$ cat config.mk
export PLATFORM = sky130hd
export DESIGN_NAME = timer_one_clock
export DESIGN_NICKNAME = d
export VERILOG_FILES = /design/src/timer_one_pkg.sv /design/src/timer_one_clock.sv
export SDC_FILE = /design/constraint.sdc
export NUM_CORES = 1
export LEC_CHECK = 0
export ABC_CLOCK_PERIOD_IN_PS = 3100
export BUFFER_PORTS_ARGS = -buffer_cell sky130_fd_sc_hd__buf_2
export CORE_UTILIZATION = 54
export CTS_CLUSTER_SIZE = 14
export DETAILED_ROUTE_END_ITERATION = 8
export GPL_TIMING_DRIVEN = 0
export MAX_ROUTING_LAYER = met4
export PLACE_DENSITY = 0.85
export SLEW_MARGIN = 20
export SYNTH_ARGS = -nofsm -noshare
export SYNTH_HDL_FRONTEND = slang
export SYNTH_SLANG_ARGS = --single-unit
export TNS_END_PERCENT = 20
$ cat constraint.sdc
create_clock -name REF_CLK_I -period 3.1 [get_ports REF_CLK_I]
set_clock_uncertainty 0.05 [all_clocks]
set_input_delay 0.155 -clock REF_CLK_I [delete_from_list [all_inputs] [get_ports REF_CLK_I]]
set_output_delay 0.155 -clock REF_CLK_I [all_outputs]
set_load 0.02 [all_outputs]
$ cat src/timer_one_pkg.sv
/*
 timer one clock source package: register offsets, control field layout,
 reset values and timing constants.
 assumes a 32-bit classic wishbone register bus with byte addresses.
*/
package timer_one_pkg;

	// control register, low three bits steer the clock path
	typedef struct packed {
		logic [4:0] upper_bits;
		logic       ext_clock_sync_disable;
		logic       clock_source_select;
		logic       timer_run_enable;
	} timer_one_control_type;

	// one wishbone request as seen by the slave
	typedef struct packed {
		logic        cyc;
		logic        stb;
		logic        we;
		logic [3:0]  adr;
		logic [3:0]  sel;
		logic [31:0] dat;
	} wb_req_type;

	localparam logic [3:0] CONTROL_OFFSET = 4'h0;
	localparam logic [3:0] COUNT_OFFSET   = 4'h4;
	localparam logic [3:0] STATUS_OFFSET  = 4'h8;

	localparam logic [7:0]  CONTROL_RESET = 8'h00;
	localparam logic [15:0] COUNT_RESET   = 16'h0000;

	// instruction clock is the reference divided by four
	localparam int          REF_CLK_MHZ          = 250;
	localparam int          INSTR_CLK_DIVIDE     = 4;
	localparam logic [1:0]  INSTR_DIV_LAST       = 2'(INSTR_CLK_DIVIDE - 1);
	localparam logic [1:0]  INSTR_DIV_RESET      = 2'h0;

	// status word layout
	localparam int STATUS_EXT_LEVEL_BIT = 0;
	localparam int STATUS_RUNNING_BIT   = 1;
	localparam int STATUS_OVERFLOW_BIT  = 2;

endpackage

$ cat src/timer_one_clock.sv
/*
 timer one clock source selection, external input synchronisation and
 run control, with a 16-bit count and a classic wishbone slave.
 assumes one reference clock; the external clock pin is asynchronous and
 is brought in through two flip-flops before any logic looks at it.
*/
// The implementer's own choices: the address map and register access over Wishbone.
`timescale 1ns/10ps

// Notes on behaviour
// with the external source chosen and sync disable set, pin edges advance the count unaligned to the instruction clock.
// with the external source chosen and sync disable clear, pin edges are aligned to the instruction clock first.
// with the source select clear, the sync disable bit is ignored and the instruction clock drives the count.
// source select one picks rising edges of the external pin, zero picks the instruction clock.
// run enable one lets the timer count, zero stops it and holds the count.
// in unaligned external mode each detected pin rising edge increments the count at once.
module timer_one_clock (
	input  wire logic        REF_CLK_I,
	input  wire logic        RST_I,
	input  wire logic        CYC_I,
	input  wire logic        STB_I,
	input  wire logic        WE_I,
	input  wire logic [3:0]  ADR_I,
	input  wire logic [3:0]  SEL_I,
	input  wire logic [31:0] DAT_I,
	output logic      [31:0] DAT_O,
	output logic             ACK_O,
	input  wire logic        EXT_CLOCK_INPUT_PIN_I,
	output logic      [15:0] COUNT_O,
	output logic             OVERFLOW_O
);

	timer_one_pkg::wb_req_type            req;
	timer_one_pkg::timer_one_control_type ctrl_q;
	logic [1:0]  div_q;
	logic        meta_q;
	logic        ext_sync_q;
	logic        ext_prev_q;
	logic        ext_pending_q;
	logic [15:0] count_q;
	logic        wrap_q;
	logic        ack_q;
	logic [31:0] rdata_q;

	wire         instr_tick;
	wire         ext_rise;
	wire         tick_sel;
	wire         advance;
	wire [15:0]  count_inc;
	wire         access;
	wire         wr_stb;
	wire         hit_ctrl;
	wire         hit_count;
	wire         hit_status;
	wire [31:0]  rdata_d;
	wire [15:0]  count_wr;
	wire [7:0]   ctrl_wr;

	assign req = '{cyc: CYC_I, stb: STB_I, we: WE_I, adr: ADR_I, sel: SEL_I, dat: DAT_I};

	// bus decode; answer one cycle after the request, unmapped reads zero
	assign access     = req.cyc && req.stb && !ack_q;
	assign wr_stb     = access && req.we;
	assign hit_ctrl   = req.adr == timer_one_pkg::CONTROL_OFFSET;
	assign hit_count  = req.adr == timer_one_pkg::COUNT_OFFSET;
	assign hit_status = req.adr == timer_one_pkg::STATUS_OFFSET;

	assign ctrl_wr  = req.sel[0] ? req.dat[7:0] : ctrl_q;
	assign count_wr = {req.sel[1] ? req.dat[15:8] : count_q[15:8],
	                   req.sel[0] ? req.dat[7:0] : count_q[7:0]};

	assign rdata_d = hit_ctrl   ? {24'h000000, ctrl_q} :
	                 hit_count  ? {16'h0000, count_q} :
	                 hit_status ? {29'h0, wrap_q, ctrl_q.timer_run_enable, ext_sync_q} :
	                 32'h00000000;

	// instruction clock enable from the reference divider
	assign instr_tick = div_q == timer_one_pkg::INSTR_DIV_LAST;

	// edge seen only after the two-stage synchroniser
	assign ext_rise = ext_sync_q && !ext_prev_q;

	// aligned mode waits for the next instruction tick; unaligned counts at once
	assign tick_sel = !ctrl_q.clock_source_select ? instr_tick :
	                  ctrl_q.ext_clock_sync_disable ? ext_rise :
	                  (instr_tick && (ext_pending_q || ext_rise));

	assign advance   = tick_sel && ctrl_q.timer_run_enable;
	assign count_inc = count_q + 16'h0001;

	always_ff @(posedge REF_CLK_I or posedge RST_I) begin
		if (RST_I) begin
			div_q <= timer_one_pkg::INSTR_DIV_RESET;
		end else if (instr_tick) begin
			div_q <= timer_one_pkg::INSTR_DIV_RESET;
		end else begin
			div_q <= div_q + 2'h1;
		end
	end

	always_ff @(posedge REF_CLK_I or posedge RST_I) begin
		if (RST_I) begin
			meta_q     <= 1'b0;
			ext_sync_q <= 1'b0;
			ext_prev_q <= 1'b0;
		end else begin
			meta_q     <= EXT_CLOCK_INPUT_PIN_I;
			ext_sync_q <= meta_q;
			ext_prev_q <= ext_sync_q;
		end
	end

	// remembers an edge until the instruction tick takes it
	always_ff @(posedge REF_CLK_I or posedge RST_I) begin
		if (RST_I) begin
			ext_pending_q <= 1'b0;
		end else if (instr_tick) begin
			ext_pending_q <= 1'b0;
		end else if (ext_rise) begin
			ext_pending_q <= 1'b1;
		end
	end

	always_ff @(posedge REF_CLK_I or posedge RST_I) begin
		if (RST_I) begin
			ctrl_q <= timer_one_pkg::CONTROL_RESET;
		end else if (wr_stb && hit_ctrl) begin
			ctrl_q <= ctrl_wr;
		end
	end

	// software write beats a same-cycle increment; count holds when stopped
	always_ff @(posedge REF_CLK_I or posedge RST_I) begin
		if (RST_I) begin
			count_q <= timer_one_pkg::COUNT_RESET;
		end else if (wr_stb && hit_count) begin
			count_q <= count_wr;
		end else if (advance) begin
			count_q <= count_inc;
		end
	end

	// sticky wrap flag: a wrap in the clearing cycle wins over the clear
	always_ff @(posedge REF_CLK_I or posedge RST_I) begin
		if (RST_I) begin
			wrap_q     <= 1'b0;
			OVERFLOW_O <= 1'b0;
		end else begin
			OVERFLOW_O <= advance && (count_q == 16'hffff) && !(wr_stb && hit_count);
			if (advance && (count_q == 16'hffff)) begin
				wrap_q <= 1'b1;
			end else if (wr_stb && hit_status && req.sel[0] && req.dat[2]) begin
				wrap_q <= 1'b0;
			end
		end
	end

	always_ff @(posedge REF_CLK_I or posedge RST_I) begin
		if (RST_I) begin
			ack_q   <= 1'b0;
			rdata_q <= 32'h00000000;
		end else begin
			ack_q   <= access;
			rdata_q <= access ? rdata_d : 32'h00000000;
		end
	end

	always_ff @(posedge REF_CLK_I or posedge RST_I) begin
		if (RST_I) begin
			COUNT_O <= timer_one_pkg::COUNT_RESET;
		end else begin
			COUNT_O <= count_q;
		end
	end

	assign ACK_O = ack_q;
	assign DAT_O = rdata_q;

endmodule

==> results of run 1 <==
[per-stage QoR]
step | std cells | setup WS (ns)
2_1_floorplan | 267 | 1.27
3_3_place_gp | 397 | 0.627
3_5_place_dp | 398 | 1.03
4_1_cts | 415 | 1.03
5_1_grt | 415 | 0.849
6_report | 415 | 1.00
[placed cells by master (no fill, tap or decap), types with 7 or more instances in the layout]
| cell type | count |
|---|---|
| clkbuf_8 | 9 |
| buf_2 | 60 |
| and2_1 | 11 |
| nand3_1 | 11 |
| nor3_1 | 11 |
| dfrtp_1 | 65 |
| nor2_1 | 26 |
| nand4_1 | 7 |
| nand2_1 | 17 |
| conb_1 | 16 |
| buf_4 | 18 |
| a211oi_1 | 8 |
[kinds of logic after synthesis]
| logic type | Yosys count | synth area share |
|---|---|---|
| xor gates and xnor gates | 1 | 0.00306 |
| buffers and inverters | 27 | 0.0642 |
| and+or+nand+nor | 110 | 0.214 |
| muxes | 14 | 0.0524 |
| AOI/OAI and AO/OA | 32 | 0.0886 |
| adders and majority gates | 2 | 0.00873 |
| DFF | 65 | 0.567 |
| other | 1 | 0.00131 |
[critical path: cells and delay by family, from the launching register on]
family                   cells  cell delay [ns]
adder cells (fa/ha/maj)      1             0.26
buffers and inverters        1             0.25
flip-flops                   1             0.49
AND/OR/NAND/NOR              5             0.93
[power breakdown]
part / total, mW / switching (mW) / leakage (nW) / internal [mW]
Sequential: 0.980 / 0.0648 / 0.829 / 0.915
Combinational: 0.245 / 0.147 / 0.845 / 0.0982
Clock: 0.563 / 0.283 / 0.0733 / 0.281
[worst min path at each step]
stage                                from                       to  slack [ns]  cells after the start
floorplan           EXT_CLOCK_INPUT_PIN_I         meta_q$_DFF_PP0_        0.14                      0
global placement    EXT_CLOCK_INPUT_PIN_I         meta_q$_DFF_PP0_        0.21                      1
detailed placement                  RST_I      DAT_O[14]$_DFF_PP0_        0.09                      2
CTS                              DAT_I[7]    ctrl_q[7]$_DFFE_PP0P_      0.0004                      2
global route                    DAT_I[12]  count_q[12]$_DFFE_PP0P_        0.01                      3
finish                           DAT_I[4]    ctrl_q[4]$_DFFE_PP0P_       0.005                      2
[layout make-up]
type,count,area (um^2),area share
clock inverters,1,5.00,0.00143
inverters,5,21.3,0.00606
multi-input cells,175,1110,0.317
repair buffers,64,350,0.0999
flip-flops and latches,65,1630,0.464
well taps,70,87.6,0.0250
clock buffers,13,139,0.0396
plain buffers,22,165,0.0471
[state kept, by name, indices dropped and copies added (netlist names), 2 cells and up]
name,count
ctrl_q,8
div_q,2
DAT_O,16
COUNT_O,16
count_q,16
[routing by layer]
metal	global-route usage	part of all wire	vias up
met4	0.153	0.024	0
li1	-	-	1060
met5	-	0	-
met3	0.0455	0.059	15
met1	0.304	0.42	1069
met2	0.380	0.50	92
[repair_timing]
action                                 CTS  global route
endpoints found under the hold margin   25             0
hold buffers                             3             0
gates resized for setup                  0             0
==> impl_metrics.json, run 1 <==
{
  "cts_tree": "yes",
  "slowest_delay_ns": 0.49,
  "synth_cells": 252,
  "yosysTopAreaCellShare": 0.567,
  "critical_path_arrival_ns": 2.27,
  "relSlewSlack": 0.590,
  "setup_tns_ns": 0,
  "setup_viol_count_final": 0,
  "critical_path.startpoint_type": "flip-flop",
  "hold_ws_ns": 0.00526,
  "grt_pass1_wl_um": 9660,
  "wirelength_um": 6100,
  "synth.avg_cell_area_um2": 11.4,
  "startpoint": "count_q[0]$_DFFE_PP0P_",
  "cp.required_ns": 3.28,
  "final_util": 0.687,
  "r2r_start": "count_q[0]$_DFFE_PP0P_",
  "synthTopCellsByCount": "65 x dfrtp_1, 26 x nor2_1, 18 x buf_4, 17 x nand2_1",
  "synth_ff_type": "dfrtp_1",
  "die_y_um": 74.9,
  "status": "finished clean",
  "synth-seq-cells": 65,
  "cts_setup_buffers": 0,
  "synth_edf_count": 0,
  "die_w_um": 74.9,
  "fin_crit_ns": 2.10,
  "port_buffers": 60,
  "placed_area_um2": 3330,
  "synth.distinct_cells": 50,
  "synth_most_common_cell": "dfrtp_1",
  "num_rows": 26,
  "area_delta_synth_final_pct": 22.3,
  "drc": 0,
  "clock-sinks": 65,
  "worst_path_max_delay_cell": "dfrtp_1",
  "ys_top_cells_by_area": "dfrtp_1 57%, buf_4 4.7%, nor2_1 3.4%",
  "finalPower_mw": 1.79,
  "leakage_nw": 1.75,
  "gr-usage-all-layers": 0.248,
  "crit_end": "count_q[14]$_DFFE_PP0P_",
  "gp_congestion": 0.906,
  "hpwl_um": 4430,
  "finalNetCount": 390,
  "start_util": 0.561,
  "rrSetupSlack_ns": 1.00,
  "grt_setup_unrepaired": "false",
  "cts_root_buffer": "clkbuf_8",
  "antenna_found_initial": 0,
  "ioPinCount": 96,
  "fmax_ghz": 0.477,
  "fillers": 412,
  "grt_pass1_vias": 2005,
  "insertedDiodeCount": 0,
  "hold_viol": 0,
  "synth_top_area_cell": "dfrtp_1",
  "wire_per_inst_um": 14.7,
  "h-tree-depth": 3,
  "cts_buffer_depth": 2,
  "drive_gt1_frac": 0.301,
  "synth_area_um2": 2870,
  "cts_buffers": 9,
  "crit_chain": "ha_1, and4_1, and3_1, clkbuf_1, and4_1, and4_1, nor3_1",
  "crit_fanout": 7,
  "worstSkewPairLatency_ns": 0.34,
  "criticalPathCategory": "flip-flop to flip-flop",
  "die_area_um2": 5600,
  "fin_crit_sh": 0.676,
  "vdd_ir_drop_max_mv": 0.242,
  "num_vias": 2236,
  "ys_seq_area_frac": 0.567,
  "viasPerCell": 5.39,
  "core_area_um2": 5110,
  "first_pass_iters": 4,
  "cp_common_cell": "and4_1",
  "end_kind": "flip-flop",
  "powerDensity_nw_per_um2": 510,
  "tightest_slew_ns": 0.614,
  "postRouteAntennaNets": 0,
  "grt_overflow": 0,
  "rr_worst_depth": 7,
  "slew_violations": 0,
  "yosysWarnings": 0,
  "drv_cap": 0,
  "grt_max_degree": 43,
  "min_path_type": "input port to flip-flop",
  "r2r-end": "count_q[14]$_DFFE_PP0P_",
  "drt-initial-drc-count": 214,
  "synthArstFlopShare": 1.00,
  "clk_pin_slew_worst_paths_ns": 0.06,
  "stdcell_area_um2": 3510
}
Note: power is estimated with default switching activity, not from simulation.
==> inputs of run 2 (changes only) <==
--- a/config.mk
+++ b/config.mk
@@ -5,14 +5,14 @@
 export SDC_FILE = /design/constraint.sdc
 export NUM_CORES = 1
 export LEC_CHECK = 0
-export ABC_CLOCK_PERIOD_IN_PS = 3100
+export ABC_CLOCK_PERIOD_IN_PS = 2000
 export BUFFER_PORTS_ARGS = -buffer_cell sky130_fd_sc_hd__buf_2
-export CORE_UTILIZATION = 54
+export CORE_UTILIZATION = 50
 export CTS_CLUSTER_SIZE = 14
 export DETAILED_ROUTE_END_ITERATION = 8
 export GPL_TIMING_DRIVEN = 0
 export MAX_ROUTING_LAYER = met4
-export PLACE_DENSITY = 0.85
+export PLACE_DENSITY = 0.79
 export SLEW_MARGIN = 20
 export SYNTH_ARGS = -nofsm -noshare
 export SYNTH_HDL_FRONTEND = slang
==> constraint.sdc (replaced) <==
create_clock -name REF_CLK_I -period 2 [get_ports REF_CLK_I]
set_clock_uncertainty 0.05 [all_clocks]
set_input_delay 0.1 -clock REF_CLK_I [delete_from_list [all_inputs] [get_ports REF_CLK_I]]
set_output_delay 0.1 -clock REF_CLK_I [all_outputs]
set_load 0.02 [all_outputs]
==> impl_metrics.json, run 2 (same netlist as run 1, synthesis figures left out) <==
{
  "path_depth": 6,
  "final_cells": 432,
  "insertedDiodeCount": 0,
  "area_delta_synth_final_pct": 28.5,
  "combPwrFrac": 0.145,
  "viasPerCell": 5.15,
  "stdcell_area_um2": 3680,
  "holdCritStartpoint": "DAT_I[8]",
  "tightest_slew_ns": 0.649,
  "rr_worst_depth": 6,
  "final_cell_mix": "63 x dfrtp_1, 60 x buf_2, 26 x nor2_1",
  "cts_buffer_depth": 2,
  "cts_tree": "yes",
  "status": "finished clean",
  "gr-usage-met3": 0.0553,
  "cts_root_buffer": "clkbuf_8",
  "gp_congestion": 0.895,
  "die_y_um": 77.7,
  "critical_path.startpoint_type": "flip-flop",
  "swShare": 0.277,
  "mostFrequentLayoutCell": "dfrtp_1",
  "critical_path_arrival_ns": 2.07,
  "slew_violations": 0,
  "ioPinCount": 96,
  "final_util": 0.669,
  "criticalPathCategory": "flip-flop to flip-flop",
  "use_met1": 0.278,
  "hold_viol": 0,
  "fin_crit_ns": 1.90,
  "hpwl_um": 4390,
  "grt_setup_unrepaired": "false",
  "setup_viol_count_final": 0,
  "grt_use_met2": 0.363,
  "placed_area_um2": 3340,
  "num_rows": 27,
  "crit_fanout": 6,
  "drv_cap": 0,
  "leakage_nw": 1.82,
  "grt_overflow": 0,
  "powerDensity_nw_per_um2": 792,
  "grt_max_degree": 36,
  "busiest_layer": "met2",
  "p_switching_uw": 808,
  "cp_common_cell": "and4_1",
  "cp.required_ns": 2.17,
  "cts_buffers": 9,
  "h-tree-depth": 3,
  "startpoint": "count_q[1]$_DFFE_PP0P_",
  "fin_ws_ns": 0.0950,
  "r2r_start": "count_q[1]$_DFFE_PP0P_",
  "setup_tns_ns": 0,
  "path_delay_family": "simple AND/OR/NAND/NOR gates",
  "num_vias": 2225,
  "hold_ws_ns": 0.0132,
  "drc": 0,
  "first_pass_iters": 4,
  "vdd_ir_drop_max_mv": 0.576,
  "postRouteAntennaNets": 0,
  "finalNetCount": 403,
  "end_kind": "flip-flop",
  "port_buffers": 60,
  "min_path_type": "input port to flip-flop",
  "clock-sinks": 65,
  "gr-usage-all-layers": 0.232,
  "dp.cells": 400,
  "clock_power_share": 0.337,
  "die_area_um2": 6040,
  "critPathBufInv": 0,
  "fin_crit_sh": 0.952,
  "wirelength_um": 6170,
  "fillers": 436,
  "start_util": 0.521,
  "p_seq_frac": 0.518,
  "grt_pass1_wl_um": 10200,
  "drt-initial-drc-count": 169,
  "finalPower_mw": 2.92,
  "wire_per_inst_um": 14.3,
  "p_int_mw": 2.11,
  "slowest_delay_ns": 0.46,
  "worst_path_max_delay_cell": "dfrtp_2",
  "worstHoldPathCells": 3,
  "worstSkewPairLatency_ns": 0.33,
  "crit_chain": "ha_1, and4_1, and3_1, and4_1, a211oi_1, nor3_1",
  "die_w_um": 77.7,
  "place_ws_ns": -0.0303,
  "core_area_um2": 5510,
  "grt_pass1_vias": 2192,
  "antenna_found_initial": 0,
  "fmax_ghz": 0.525,
  "drive_gt1_frac": 0.314,
  "clk_pin_slew_worst_paths_ns": 0.07,
  "relSlewSlack": 0.567
}
## run 2: timing repair
action	in CTS	in global routing
hold buffers	16	0
buffers inserted	1	0
endpoints found under the setup margin	3	4
endpoints found under the hold margin	49	0
resized for setup	2	0
## run 2: per-layer routing
metal,wire length [um],vias up
li1,-,1089
met1,2580,1043
met2,3130,79
met3,330,14
met4,130,0
met5,0,-
## run 2: power by group through the flow
stage	clock [mW]	sequential (mW)	combinational (mW)
3_3_place_gp	0	1.54	0.357
4_1_cts	1.01	1.51	0.422
2_1_floorplan	0	1.57	0.198
3_5_place_dp	0	1.54	0.373
5_1_grt	1.08	1.53	0.464
6_report	0.984	1.51	0.423
## run 2: final timing paths
| kind | end | slack [ns] |
|---|---|---|
| worst min-delay path | count_q[8]$_DFFE_PP0P_ | 0.01 |
| worst max-delay path | count_q[14]$_DFFE_PP0P_ | 0.1 |
| max in group asynchronous | COUNT_O[2]$_DFF_PP0_ | 1.14 |
| min in group asynchronous | DAT_O[11]$_DFF_PP0_ | 0.26 |
| worst min register to register | ext_sync_q$_DFF_PP0_ | 0.30 |
| worst max register to register | count_q[14]$_DFFE_PP0P_ | 0.1 |
## run 2: cell type report
class                           count  area, um^2  area share
Buffer                             21         161      0.0438
Sequential cell                    65        1630       0.442
Clock buffer                       11         151      0.0411
Timing Repair Buffer               78         488       0.132
Multi-Input combinational cell    175        1110       0.302
Clock inverter                      5        30.0     0.00815
Tap cell                           72        90.1      0.0245
Inverter                            5        21.3     0.00577
## run 2: worst register-to-register path, delay by kind of cell, from the launching register on
kind	cells	cell delay, ns
flip-flops	1	0.46
AO/OA/AOI/OAI	1	0.24
adder cells (fa/ha/maj)	1	0.25
AND/OR/NAND/NOR	4	0.79
==> inputs of run 3 (changes only) <==
--- a/config.mk
+++ b/config.mk
@@ -7,12 +7,13 @@
 export LEC_CHECK = 0
 export ABC_CLOCK_PERIOD_IN_PS = 2000
 export BUFFER_PORTS_ARGS = -buffer_cell sky130_fd_sc_hd__buf_2
-export CORE_UTILIZATION = 50
+export CORE_UTILIZATION = 45
+export CTS_BUF_LIST = sky130_fd_sc_hd__clkbuf_8
 export CTS_CLUSTER_SIZE = 14
 export DETAILED_ROUTE_END_ITERATION = 8
 export GPL_TIMING_DRIVEN = 0
 export MAX_ROUTING_LAYER = met4
-export PLACE_DENSITY = 0.79
+export PLACE_DENSITY = 0.73
 export SLEW_MARGIN = 20
 export SYNTH_ARGS = -nofsm -noshare
 export SYNTH_HDL_FRONTEND = slang
==> impl_metrics.json, run 3 (same netlist as run 1, synthesis figures left out) <==
{
  "clk_pin_slew_worst_paths_ns": 0.07,
  "path_delay_family": "simple AND/OR/NAND/NOR gates",
  "slowest_delay_ns": 0.59,
  "drc": 0,
  "num_vias": 2263,
  "fin_crit_sh": 0.945,
  "relSlewSlack": 0.589,
  "wirelength_um": 6310,
  "postRouteAntennaNets": 0,
  "criticalPathCategory": "input port to flip-flop",
  "grt_max_degree": 34,
  "final_cells": 436,
  "drv_cap": 0,
  "setup_viol_count_final": 0,
  "crit_fanout": 9,
  "leakage_nw": 1.85,
  "path_depth": 5,
  "powerDensity_nw_per_um2": 814,
  "gr-usage-all-layers": 0.214,
  "r2r_start": "count_q[1]$_DFFE_PP0P_",
  "critPathBufInv": 2,
  "cts_tree": "yes",
  "final_util": 0.619,
  "start_util": 0.476,
  "r2r-end": "count_q[14]$_DFFE_PP0P_",
  "cts_buffer_depth": 2,
  "area_delta_synth_final_pct": 30.2,
  "die_y_um": 81.8,
  "crit_chain": "dlygate4sd3_1, buf_2, or4_1, nor2_4, mux2_2",
  "slew_violations": 0,
  "clock-sinks": 65,
  "core_area_um2": 6030,
  "grt_overflow": 0,
  "grt_setup_unrepaired": "false",
  "mostFrequentLayoutCell": "dfrtp_1",
  "antenna_found_initial": 0,
  "dp.cells": 403,
  "final_cell_mix": "63 x dfrtp_1, 60 x buf_2, 26 x nor2_1",
  "first_pass_iters": 4,
  "die_w_um": 81.8,
  "num_rows": 28,
  "finalNetCount": 405,
  "h-tree-depth": 3,
  "fmax_ghz": 0.529,
  "viasPerCell": 5.19,
  "drive_gt1_frac": 0.321,
  "critical_path.startpoint_type": "input port",
  "gp_congestion": 0.850,
  "hpwl_um": 4460,
  "critical_path_arrival_ns": 2.06,
  "cts_root_buffer": "clkbuf_8",
  "hold_viol": 0,
  "worstHoldPathCells": 3,
  "holdCritStartpoint": "DAT_I[15]",
  "status": "finished clean",
  "cts_buffers": 9,
  "fin_crit_ns": 1.89,
  "worstSkewPairLatency_ns": 0.33,
  "end_kind": "flip-flop",
  "rr_worst_depth": 6,
  "drt-initial-drc-count": 144,
  "cp.required_ns": 2.17,
  "wire_per_inst_um": 14.5,
  "setup_tns_ns": 0,
  "ioPinCount": 96,
  "grt_pass1_vias": 2212,
  "worst_path_max_delay_cell": "or4_1",
  "fillers": 520,
  "grt_pass1_wl_um": 10200,
  "die_area_um2": 6690,
  "vdd_ir_drop_max_mv": 0.484,
  "port_buffers": 60,
  "insertedDiodeCount": 0,
  "hold-path-endpoint": "count_q[15]$_DFFE_PP0P_",
  "tightest_slew_ns": 0.615,
  "min_path_type": "input port to flip-flop",
  "rrSetupSlack_ns": 0.11
}
[run 3: layout make-up]
cell class	count	area [um^2]	area share
inverter	5	21.3	0.00570
clock buffer	11	151	0.0406
clock inverter	4	43.8	0.0117
tap	75	93.8	0.0252
multi-input combinational	175	1120	0.301
buffer	21	161	0.0433
sequential	65	1630	0.437
timing repair buffer	80	505	0.135
[run 3: layer usage]
| layer | vias to the layer above | wire length, um | global-route usage |
|---|---|---|---|
| li1 | 1084 | - | - |
| met1 | 1082 | 2790 | 0.256 |
| met2 | 79 | 3050 | 0.338 |
| met3 | 18 | 278 | 0.0333 |
| met4 | 0 | 197 | 0.132 |
| met5 | - | 0 | - |
[run 3: worst max-delay path by stage]
stage / end / slack (ns) / start
2_1_floorplan: count_q[14]$_DFFE_PP0P_ / 0.18 / count_q[0]$_DFFE_PP0P_
3_3_place_gp: meta_q$_DFF_PP0_ / -0.46 / RST_I
3_5_place_dp: count_q[14]$_DFFE_PP0P_ / -0.03 / count_q[0]$_DFFE_PP0P_
4_1_cts: count_q[14]$_DFFE_PP0P_ / 0.001 / count_q[0]$_DFFE_PP0P_
5_1_grt: count_q[9]$_DFFE_PP0P_ / 0.005 / ext_sync_q$_DFF_PP0_
6_report: ctrl_q[5]$_DFFE_PP0P_ / 0.11 / ADR_I[3]
[run 3: what timing repair did]
| action | 4_1_cts | 5_1_grt |
|---|---|---|
| endpoints found under the setup margin | 2 | 4 |
| hold buffers | 17 | 0 |
| gates resized for setup | 1 | 5 |
| hold endpoints to repair | 51 | 0 |
| setup buffers | 0 | 2 |
[run 3: report_power, final]
group	switching, mW	internal [mW]	leakage, nW
clock network	0.469	0.628	0.106
logic	0.243	0.188	0.914
registers	0.0888	1.42	0.826
total	0.801	2.24	1.85
[run 3: tightest hold or removal path: cells and delay by family]
family / cells / cell delay (ns)
buffers and inverters: 1 / 0.08
AO/OA/AOI/OAI: 1 / 0.15
AND/OR/NAND/NOR: 1 / 0.04
[run 3: stage by stage]
step / total power [mW] / hold WS (ns) / worst slack (ns) / cell area (um^2)
global placement: 1.89 / 0.159 / -0.463 / 3320
finish: 3.04 / 0.0467 / 0.109 / 3730
global route: 3.18 / 0.0526 / 0.00487 / 3730
floorplan: 1.77 / 0.0814 / 0.184 / 2920
CTS: 3.03 / 0.0406 / 0.00133 / 3710
detailed placement: 1.91 / 0.0822 / -0.0259 / 3340
